--- config.mk ---
export PLATFORM = sky130hd
export DESIGN_NAME = clf_config_fault
export DESIGN_NICKNAME = d
export VERILOG_FILES = /design/src/shared/clf_pkg.sv /design/src/hw/clf_config_fault.sv /design/src/hw/clf_density_check.sv
export SDC_FILE = /design/constraint.sdc
export NUM_CORES = 1
export LEC_CHECK = 0
export ABC_AREA = 1
export BUFFER_PORTS_ARGS = -buffer_cell sky130_fd_sc_hd__buf_2
export CAP_MARGIN = 20
export CORE_ASPECT_RATIO = 0.8
export CORE_MARGIN = 2
export CORE_UTILIZATION = 48
export CTS_BUF_LIST = sky130_fd_sc_hd__clkbuf_8 sky130_fd_sc_hd__clkbuf_16
export DETAILED_ROUTE_END_ITERATION = 12
export PLACE_DENSITY = 0.75
export REMOVE_ABC_BUFFERS = 1
export SLEW_MARGIN = 20
export SYNTH_ARGS = -nofsm -noshare
export SYNTH_HDL_FRONTEND = slang
export SYNTH_SLANG_ARGS = --single-unit
--- constraint.sdc ---
create_clock -name sys_clk -period 2.4 [get_ports sys_clk]
set_input_delay 0.48 -clock sys_clk [delete_from_list [all_inputs] [get_ports sys_clk]]
set_output_delay 0.48 -clock sys_clk [all_outputs]
set_load 0.05 [all_outputs]
--- src/shared/clf_pkg.sv ---
package clf_pkg;

   // Channel count and bus widths
   localparam int CLF_NUM_CH     = 4;
   localparam int CLF_ADDR_W     = 4;
   localparam int CLF_DATA_W     = 8;
   localparam int CLF_NUM_LATCH  = 16;

   // APB register byte offsets
   localparam logic [11:0] CLF_OFS_STATUS  = 12'h000;
   localparam logic [11:0] CLF_OFS_MASK    = 12'h004;
   localparam logic [11:0] CLF_OFS_FAULT   = 12'h008;
   localparam logic [11:0] CLF_OFS_CHCFG   = 12'h00c;
   localparam logic [11:0] CLF_OFS_DENS    = 12'h010;

   // Reset values
   localparam logic [3:0]  CLF_RST_MASK    = 4'h0;
   localparam logic [7:0]  CLF_RST_LATCH   = 8'h00;

   // Per-channel latch layout: latch index = channel
   localparam int CLF_FLD_RFMODE  = 0;
   localparam int CLF_FLD_FRAMCH  = 2;
   localparam int CLF_FLD_RXPD    = 3;

   // Transition density window in received bits
   localparam int CLF_DENS_BITS   = 60;

   // Reference clock loss timeout in sys_clk cycles
   localparam int CLF_REF_TMO     = 16;

   // Fault cause field positions in the cause vector
   localparam int CLF_C_RATE = 0;
   localparam int CLF_C_AMPL = 1;
   localparam int CLF_C_DENS = 2;
   localparam int CLF_C_RXPD = 3;
   localparam int CLF_C_ULC  = 4;
   localparam int CLF_C_REF  = 5;

   typedef enum logic [1:0] {
      CLF_SEL_LOW  = 2'b00,
      CLF_SEL_MID  = 2'b01,
      CLF_SEL_HIGH = 2'b10
   } clf_level_type;

   typedef struct packed {
      logic [3:0] addr;
      logic [7:0] data;
      logic       strobe_n;
   } clf_cfg_bus_type;

   typedef struct packed {
      logic rate_ok;
      logic ampl_ok;
      logic rx_bit_valid;
      logic rx_bit;
      logic ref_tick;
   } clf_rx_mon_type;

endpackage

--- src/hw/clf_config_fault.sv ---
`timescale 1ns/1ps
module clf_config_fault
   import clf_pkg::*;
#(
   parameter int NUM_CH = CLF_NUM_CH
) (
   // Clock and reset
   input  wire logic                    sys_clk,
   input  wire logic                    reset,
   // APB slave
   input  wire logic                    psel,
   input  wire logic                    penable,
   input  wire logic                    pwrite,
   input  wire logic [11:0]             paddr,
   input  wire logic [31:0]             pwdata,
   output logic                         pready,
   output logic [31:0]                  prdata,
   output logic                         pslverr,
   // Configuration bus
   input  wire clf_cfg_bus_type         cfg_bus,
   // Receive monitors and selects
   input  wire clf_rx_mon_type [3:0]    rx_mon,
   input  wire logic [3:0]              use_local_clock_sel,
   input  wire logic [3:0]              level_density_check_en,
   input  wire logic [3:0][1:0]         rate_sel_level,
   // Status outputs
   output logic [3:0]                   link_fault_n,
   output logic [3:0][1:0]              reframe_mode_sel,
   output logic [3:0]                   framing_char_sel,
   output logic [3:0][1:0]              rate_band_q,
   output logic                         irq
);

   // Tri-level decode, undefined code treated as high
   function automatic clf_level_type decode_level(input logic [1:0] raw);
      clf_level_type lvl;
      lvl = CLF_SEL_HIGH;
      if (raw == 2'b00) begin
         lvl = CLF_SEL_LOW;
      end else if (raw == 2'b01) begin
         lvl = CLF_SEL_MID;
      end
      return lvl;
   endfunction

   logic [7:0]  latch_q [CLF_NUM_LATCH];
   logic        strobe_n_q;
   logic [3:0]  status_q;
   logic [3:0]  mask_q;
   logic [3:0]  fault_d;
   logic [3:0]  fault_q;
   logic [3:0]  dens_low;
   logic [3:0][5:0] cause_d;
   logic [3:0][4:0] ref_cnt_q;
   logic [3:0]  ref_lost_q;
   logic        apb_wr;

   // Write lands only at the edge that completes the transfer
   assign apb_wr = psel && penable && pwrite && pready;

   always_ff @(posedge sys_clk) begin
      if (reset) begin
         strobe_n_q <= 1'b1;
      end else begin
         strobe_n_q <= cfg_bus.strobe_n;
      end
   end

   always_ff @(posedge sys_clk) begin
      if (reset) begin
         for (int i = 0; i < CLF_NUM_LATCH; i++) begin
            latch_q[i] <= CLF_RST_LATCH;
         end
      end else if (cfg_bus.strobe_n && !strobe_n_q) begin
         latch_q[cfg_bus.addr] <= cfg_bus.data;
      end
   end

   genvar ch;
   generate
      for (ch = 0; ch < NUM_CH; ch++) begin : g_ch
         clf_density_check #(
            .WINDOW_BITS (CLF_DENS_BITS)
         ) u_dens (
            .sys_clk       (sys_clk),
            .reset         (reset),
            .bit_valid     (rx_mon[ch].rx_bit_valid),
            .bit_value     (rx_mon[ch].rx_bit),
            .low_density_q (dens_low[ch])
         );

         always_ff @(posedge sys_clk) begin
            if (reset) begin
               ref_cnt_q[ch]  <= 5'h00;
               ref_lost_q[ch] <= 1'b0;
            end else if (rx_mon[ch].ref_tick) begin
               ref_cnt_q[ch]  <= 5'h00;
               ref_lost_q[ch] <= 1'b0;
            end else if (ref_cnt_q[ch] < 5'(CLF_REF_TMO)) begin
               ref_cnt_q[ch] <= ref_cnt_q[ch] + 5'h01;
            end else begin
               ref_lost_q[ch] <= 1'b1;
            end
         end

         always_comb begin
            cause_d[ch][CLF_C_RATE] = !rx_mon[ch].rate_ok;
            cause_d[ch][CLF_C_AMPL] = level_density_check_en[ch]
                                      && !rx_mon[ch].ampl_ok;
            cause_d[ch][CLF_C_DENS] = level_density_check_en[ch]
                                      && dens_low[ch];
            cause_d[ch][CLF_C_RXPD] = latch_q[ch][CLF_FLD_RXPD];
            cause_d[ch][CLF_C_ULC]  = !use_local_clock_sel[ch];
            cause_d[ch][CLF_C_REF]  = ref_lost_q[ch];
            fault_d[ch] = |cause_d[ch];
         end

         always_ff @(posedge sys_clk) begin
            if (reset) begin
               reframe_mode_sel[ch] <= 2'b00;
               framing_char_sel[ch] <= 1'b0;
               rate_band_q[ch]      <= CLF_SEL_LOW;
            end else begin
               reframe_mode_sel[ch] <=
                  latch_q[ch][CLF_FLD_RFMODE +: 2];
               framing_char_sel[ch] <= latch_q[ch][CLF_FLD_FRAMCH];
               rate_band_q[ch] <= decode_level(rate_sel_level[ch]);
            end
         end
      end
   endgenerate

   always_ff @(posedge sys_clk) begin
      if (reset) begin
         fault_q      <= 4'hf;
         link_fault_n <= 4'h0;
      end else begin
         fault_q      <= fault_d;
         link_fault_n <= ~fault_d;
      end
   end

   // Sticky status on fault rising edge, set beats clear
   always_ff @(posedge sys_clk) begin
      if (reset) begin
         status_q <= 4'h0;
      end else begin
         status_q <= (fault_d & ~fault_q)
                   | (status_q & ~((apb_wr && paddr == CLF_OFS_STATUS)
                                   ? pwdata[3:0] : 4'h0));
      end
   end

   always_ff @(posedge sys_clk) begin
      if (reset) begin
         mask_q <= CLF_RST_MASK;
      end else if (apb_wr && paddr == CLF_OFS_MASK) begin
         mask_q <= pwdata[3:0];
      end
   end

   always_ff @(posedge sys_clk) begin
      if (reset) begin
         irq <= 1'b0;
      end else begin
         irq <= |(status_q & mask_q);
      end
   end

   // APB answer in the access cycle's second edge
   always_ff @(posedge sys_clk) begin
      if (reset) begin
         pready  <= 1'b0;
         prdata  <= 32'h0000_0000;
         pslverr <= 1'b0;
      end else begin
         pready  <= psel && penable && !pready;
         pslverr <= 1'b0;
         prdata  <= 32'h0000_0000;
         if (psel && penable && !pready) begin
            if (paddr == CLF_OFS_STATUS) begin
               prdata <= {28'h0, status_q};
            end else if (paddr == CLF_OFS_MASK) begin
               prdata <= {28'h0, mask_q};
            end else if (paddr == CLF_OFS_FAULT) begin
               prdata <= {28'h0, fault_q};
            end else if (paddr == CLF_OFS_CHCFG) begin
               prdata <= {latch_q[3], latch_q[2], latch_q[1], latch_q[0]};
            end else if (paddr == CLF_OFS_DENS) begin
               prdata <= {28'h0, dens_low};
            end else begin
               pslverr <= 1'b1;
            end
         end
      end
   end

   // Assertions
   // local clock select low forces fault
   AST_ULC_FAULT: assert property (@(posedge sys_clk) disable iff (reset)
      !use_local_clock_sel[0] |=> !link_fault_n[0])
      else $error("local clock select low without fault");

   // fault clears only with no causes
   AST_FAULT_CLEAR: assert property (@(posedge sys_clk) disable iff (reset)
      $rose(link_fault_n[1]) |-> $past(cause_d[1]) == 6'h00)
      else $error("fault released while a cause held");

   AST_RATE: assert property (@(posedge sys_clk) disable iff (reset)
      !rx_mon[2].rate_ok |=> !link_fault_n[2])
      else $error("rate fault not shown");

   AST_AMPL: assert property (@(posedge sys_clk) disable iff (reset)
      level_density_check_en[3] && !rx_mon[3].ampl_ok
      |=> !link_fault_n[3])
      else $error("amplitude fault not shown");

   AST_DENS: assert property (@(posedge sys_clk) disable iff (reset)
      level_density_check_en[1] && dens_low[1]
      |=> !link_fault_n[1])
      else $error("density fault not shown");

   AST_WRITE: assert property (@(posedge sys_clk) disable iff (reset)
      cfg_bus.strobe_n && !strobe_n_q
      |=> latch_q[$past(cfg_bus.addr)] == $past(cfg_bus.data))
      else $error("latch did not capture data");

   AST_HOLD: assert property (@(posedge sys_clk) disable iff (reset)
      !(cfg_bus.strobe_n && !strobe_n_q) |=> $stable(latch_q[0]))
      else $error("latch changed without strobe edge");

   AST_RESET: assert property (@(posedge sys_clk)
      reset |=> latch_q[5] == CLF_RST_LATCH)
      else $error("latch not reset");

   AST_RFMODE: assert property (@(posedge sys_clk) disable iff (reset)
      ##1 reframe_mode_sel[1] == $past(latch_q[1][1:0]))
      else $error("reframe mode mismatch");

   AST_LEVEL: assert property (@(posedge sys_clk) disable iff (reset)
      rate_sel_level[0] == 2'b01 |=> rate_band_q[0] == CLF_SEL_MID)
      else $error("mid level not decoded");

   COV_WRITE: cover property (@(posedge sys_clk)
      cfg_bus.strobe_n && !strobe_n_q);
   COV_FAULT: cover property (@(posedge sys_clk) $fell(link_fault_n[0]));
   COV_IRQ:   cover property (@(posedge sys_clk) $rose(irq));

endmodule // clf_config_fault

--- src/hw/clf_density_check.sv ---
`timescale 1ns/1ps
module clf_density_check
   import clf_pkg::*;
#(
   parameter int WINDOW_BITS = CLF_DENS_BITS
) (
   // Clock and reset
   input  wire logic sys_clk,
   input  wire logic reset,
   // Serial bit stream
   input  wire logic bit_valid,
   input  wire logic bit_value,
   // Result
   output logic      low_density_q
);

   logic [6:0] run_q;
   logic       last_q;

   always_ff @(posedge sys_clk) begin
      if (reset) begin
         last_q <= 1'b0;
      end else if (bit_valid) begin
         last_q <= bit_value;
      end
   end

   always_ff @(posedge sys_clk) begin
      if (reset) begin
         run_q         <= 7'h00;
         low_density_q <= 1'b0;
      end else if (bit_valid) begin
         if (bit_value != last_q) begin
            run_q         <= 7'h00;
            low_density_q <= 1'b0;
         end else if (run_q < 7'(WINDOW_BITS - 1)) begin
            run_q <= run_q + 7'h01;
         end else begin
            low_density_q <= 1'b1;
         end
      end
   end

endmodule // clf_density_check

---- Word level (Yosys, flattened, before mapping) ----
Memory sizes are Yosys's and may differ from the RTL's.
Cells that the tools add are included.
storage, ports and cells
  output and inout bits ................... 59
  register bits after elaboration ......... 132
  memories ................................ 1
  logic and storage cells ................. 181
  bits in writable memories ............... 128
memory list
  name     depth  bits a word  read ports  clocked after Yosys merged registers in  wr ports  line                    RTL
  latch_q  16     8            4           0                                        16        clf_config_fault.sv:46  logic [7:0] latch_q [CLF_NUM_LATCH];
cells by class
  multiplexer cells ....................... 35
  eq/ne operators ......................... 16
  bitwise logic cells ..................... 8
  add/sub/neg operators ................... 8
  order comparisons ....................... 8
  reduce and logical (&&, ||, !) cells .... 63
operators by type and width
  operator                                                                  count
  7-bit 2-to-1 mux                                                          8
  32-bit 2-to-1 mux                                                         1
  6-bit OR reduction                                                        5
  7-bit by 1-bit adder with 7-bit output (second input constant)            4
  7-bit by 6-bit < comparator with 1-bit output (second input constant)     4
  12-bit by 4-bit equality test with 1-bit output (second input constant)   2
  4-bit 2-to-1 mux                                                          6
  5-bit by 1-bit adder with 5-bit output (second input constant)            4
  5-bit < comparator (second input constant)                                4
  2-bit OR reduction                                                        9
  2-bit AND reduction                                                       8
  1-bit logical AND                                                         15
  1-bit 2-to-1 mux                                                          15
  1-bit zero test                                                           14
  4-bit bitwise AND                                                         3
  12-bit by 3-bit equality test with 1-bit output (second input constant)   1
  12-bit by 5-bit equality test with 1-bit output (second input constant)   1
  12-bit zero test                                                          1
  4-bit NOT                                                                 3
  2-bit by 1-bit equality test with 1-bit output (second input constant)    4
  2-bit zero test                                                           4
  2-bit 2-to-1 mux                                                          4
  8-bit 2-to-1 mux                                                          1
  2-bit by 1-bit inequality test with 1-bit output (second input constant)  4
  other kinds (7)                                                           13

---- Longest topological paths before layout ----
  depth after elaboration ................. 8
  depth in mapped cells ................... 10

---- Hierarchy ----
Synthesis repeated with hierarchy kept, for this count alone.
second synthesis, totals
  cells, all modules ...................... 796
  area, all modules ....................... 6726.5 um2
modules (own cells, without submodules)
  module             cells each  times used  area each (um2)
  clf_config_fault   516         1           4754.6
  clf_density_check  70          4           493.0

---- Worst setup path after synthesis ----
No wires, ideal clock.
  path type ............................... input to register
  start ................................... input reset
  end ..................................... memory latch_q[0][0] (enable)
  setup slack ............................. 702 ps
  required time ........................... 2071 ps
  data arrival time ....................... 1369 ps
  stages on the path ...................... 4
  setup time .............................. 329 ps
  cell sequence ........................... buf_2 > nor3_4 > nand4_2 > nand2_1
RTL lines
  item         line                    RTL
  from (decl)  clf_config_fault.sv:9   input wire logic reset,
  to (decl)    clf_config_fault.sv:46

---- Worst setup path after layout ----
  start ................................... register pready
  end ..................................... output pready
RTL lines
  item                    line                     RTL
  from (decl)             clf_config_fault.sv:16   output logic pready,
  from (signal assigned)  clf_config_fault.sv:177  pready <= psel && penable && !pready;
No word-level cell between the ends.

==> flow_summary.json <==
{
  "cpLargestDelayFamily": "flip-flops",
  "p_per_area_mw_per_mm2": 803,
  "wl_met3_microns": 665,
  "first_global_vias": 4640,
  "slowest_stage": "dfxtp_1",
  "drc_errors": 0,
  "wl_met2_mm": 5.69,
  "timing.fmax_ghz": 0.630,
  "dr.pass1.iters": 5,
  "fin_setup_tns_ns": 0,
  "grtUsageTotal": 0.202,
  "synth_area_leaders": "dfxtp_1 42%, edfxtp_1 15%, nor2_1 7.8%",
  "post_drt_via_cell_ratio": 4.77,
  "antenna_found_initial": 0,
  "tightest_slew_ns": 0.497,
  "maxCapViolCount": 0,
  "die_width_microns": 132,
  "synth.distinct_cells": 40,
  "yosys_warnings": 0,
  "globalRouteOverflowTotal": 0,
  "final_nets": 960,
  "layout_min_cycle_time_ns": 1.59,
  "synth_edf_count": 32,
  "end_kind": "output pin",
  "fin_util": 0.607,
  "drtIter0Drc": 278,
  "clockBufferDepth": 2,
  "hold_viol_final": 0,
  "postSynthAreaPerCell_sq_um": 8.80,
  "drive_gt1_frac": 0.231,
  "wirelength_mm": 13.3,
  "rsz0062_at_grt": "no",
  "setup_viol": 0,
  "synth_top_cell_area_share": 0.420,
  "yosys.cell_count.top_type": "dfxtp_1",
  "fill_cells": 1131,
  "outcome": "finished, final reports clean",
  "clk_pin_slew_worst_paths_ns": 0.07,
  "synth_top_cells_by_count": "132 x dfxtp_1, 130 x nor2_1, 106 x nand2_1, 102 x inv_1, 52 x a21oi_1",
  "io-pin-count": 157,
  "syn2layout_area_growth_pct": 23.7,
  "grt_pass1_wl_mm": 22.3,
  "crit_buf_inv": 1,
  "port_buffers": 128,
  "cp-start-kind": "flip-flop",
  "crit_path_cell_trace": "buf_2",
  "num_vias": 4973,
  "cts_tree": "done",
  "multi_input_area_sq_mm": 0.00223,
  "crit_arrival_ns": 1.11,
  "hpwl_mm": 9.66,
  "ant_nets": 0,
  "avgRoutedWirePerCell_microns": 12.8,
  "insertion_delay_ns": 0.42,
  "core_sq_mm": 0.0128,
  "cts_hold_buffers": 0,
  "cts_setup_buffers": 0,
  "skew_ns": 0.00951,
  "path_class": "flip-flop to output pin",
  "hold_class": "input port to flip-flop",
  "slowest_delay_ns": 0.40,
  "syn_inst": 715,
  "ir_worst_vdd_v": 0.000471,
  "clock_sinks": 164,
  "synth_seq_cells": 164,
  "die-area_sq_mm": 0.0140,
  "synth_top_cell_by_area": "dfxtp_1",
  "gp_congestion": 0.858,
  "finalCritPeriodShare": 0.662,
  "initial_core_util": 0.490,
  "clockRootBuffer": "clkbuf_16",
  "synthesis.area_sq_mm": 0.00629,
  "cp_max_fo": 3,
  "die_y_microns": 106,
  "leakage_nw": 3.52,
  "cts_htree_levels": 4,
  "cts-resized-gates": 0,
  "slew_headroom": 0.668,
  "grt_max_degree": 29,
  "synthArstFlopShare": 0,
  "ys.flop_type": "dfxtp_1",
  "cts_made_buffers": 17,
  "slew_violations": 0,
  "required_ns": 1.92,
  "synth-seq-area-share": 0.573,
  "topRoutingLayerUsed": "met4",
  "num_rows": 37,
  "p_total_mw": 6.24,
  "n_antenna_cell": 0,
  "drt-met1-wl_mm": 6.76,
  "ff_latch_area_sq_mm": 0.00360,
  "whs_ns": 0.271
}
==> layout make-up <==
| class | instances | area share |
|---|---|---|
| Inverter | 103 | 0.0500 |
| Clock inverter | 15 | 0.0301 |
| Tap cell | 175 | 0.0281 |
| Timing Repair Buffer | 133 | 0.0872 |
| Multi-Input combinational cell | 435 | 0.287 |
| Clock buffer | 17 | 0.0547 |
| Sequential cell | 164 | 0.463 |
==> routing by layer <==
| metal | vias to the layer above | GRT usage |
|---|---|---|
| li1 | 2569 | - |
| met1 | 2265 | 0.290 |
| met2 | 121 | 0.295 |
| met3 | 18 | 0.0472 |
| met4 | 0 | 0.0784 |
| met5 | - | 0 |
==> sequential cells by signal, summed over array words and instances (netlist names) <==
name and cells:
reframe_mode_sel 8, mask_q 4, framing_char_sel 4, irq 1
rate_band_q 8, ref_cnt_q 20, prdata 32, g_ch.u_dens.low_density_q 4
pready 1, latch_q 32, cause_d 4, g_ch.u_dens.last_q 4
status_q 4, fault_q 4, g_ch.u_dens.run_q 28, strobe_n_q 1
pslverr 1, link_fault_n 4
==> cells in the final DEF (no fill, tap or decap), types with 2 or more instances in the layout <==
cell type,n
inv_6,5
buf_2,128
clkbuf_16,17
nand3_1,28
nand4_1,5
nand4_2,4
buf_4,5
inv_1,102
nor3b_1,4
nand2_4,2
o21a_1,2
nor3_4,2
bufinv_16,4
ha_1,8
o211a_1,3
a211oi_1,4
nor3_1,19
a21oi_1,52
edfxtp_1,32
dfxtp_1,132
xnor2_1,6
xor2_1,4
nor2_8,3
nor2_2,7
a31oi_1,2
nor2_1,130
nand2_2,4
inv_8,2
or2_2,4
and3_1,6
o21ai_2,4
nand2_1,106
o21ai_0,18
clkinv_8,2
clkinvlp_4,2
==> cells by family after synthesis <==
kind of cell	synth area share
buffers and inverters	0.0724
AOI/OAI and AO/OA	0.0790
adders and majority gates	0.0159
and+or+nand+nor	0.246
DFF	0.573
xor gates and xnor gates	0.0139
==> power breakdown <==
part	total [mW]	switching (mW)	leakage [nW]	internal (mW)
registers	2.89	0.0298	1.41	2.86
clock network	3.00	1.21	0.315	1.79
logic	0.350	0.238	1.79	0.113
==> through the flow <==
stage / std cells / setup slack [ns] / area (sq um)
floorplan: 702 / 0.810 / 6220
global placement: 1010 / 0.483 / 7120
detailed placement: 1010 / 0.456 / 7120
CTS: 1042 / 0.787 / 7780
global route: 1042 / 0.697 / 7780
finish: 1042 / 0.812 / 7780
==> final timing paths <==
| check | start | to | slack, ns | cells past startpoint |
|---|---|---|---|---|
| worst min-delay path | rate_sel_level[7] | rate_band_q[7] | 0.27 | 3 |
| worst max-delay path | pready | pready | 0.81 | 1 |
| worst min register to register | g_ch[1].u_dens.run_q[6] | g_ch[1].u_dens.run_q[6] | 0.45 | 2 |
| worst max register to register | strobe_n_q | latch_q[1][3] | 0.86 | 3 |
No activity file was read; power rests on OpenSTA's default activity.
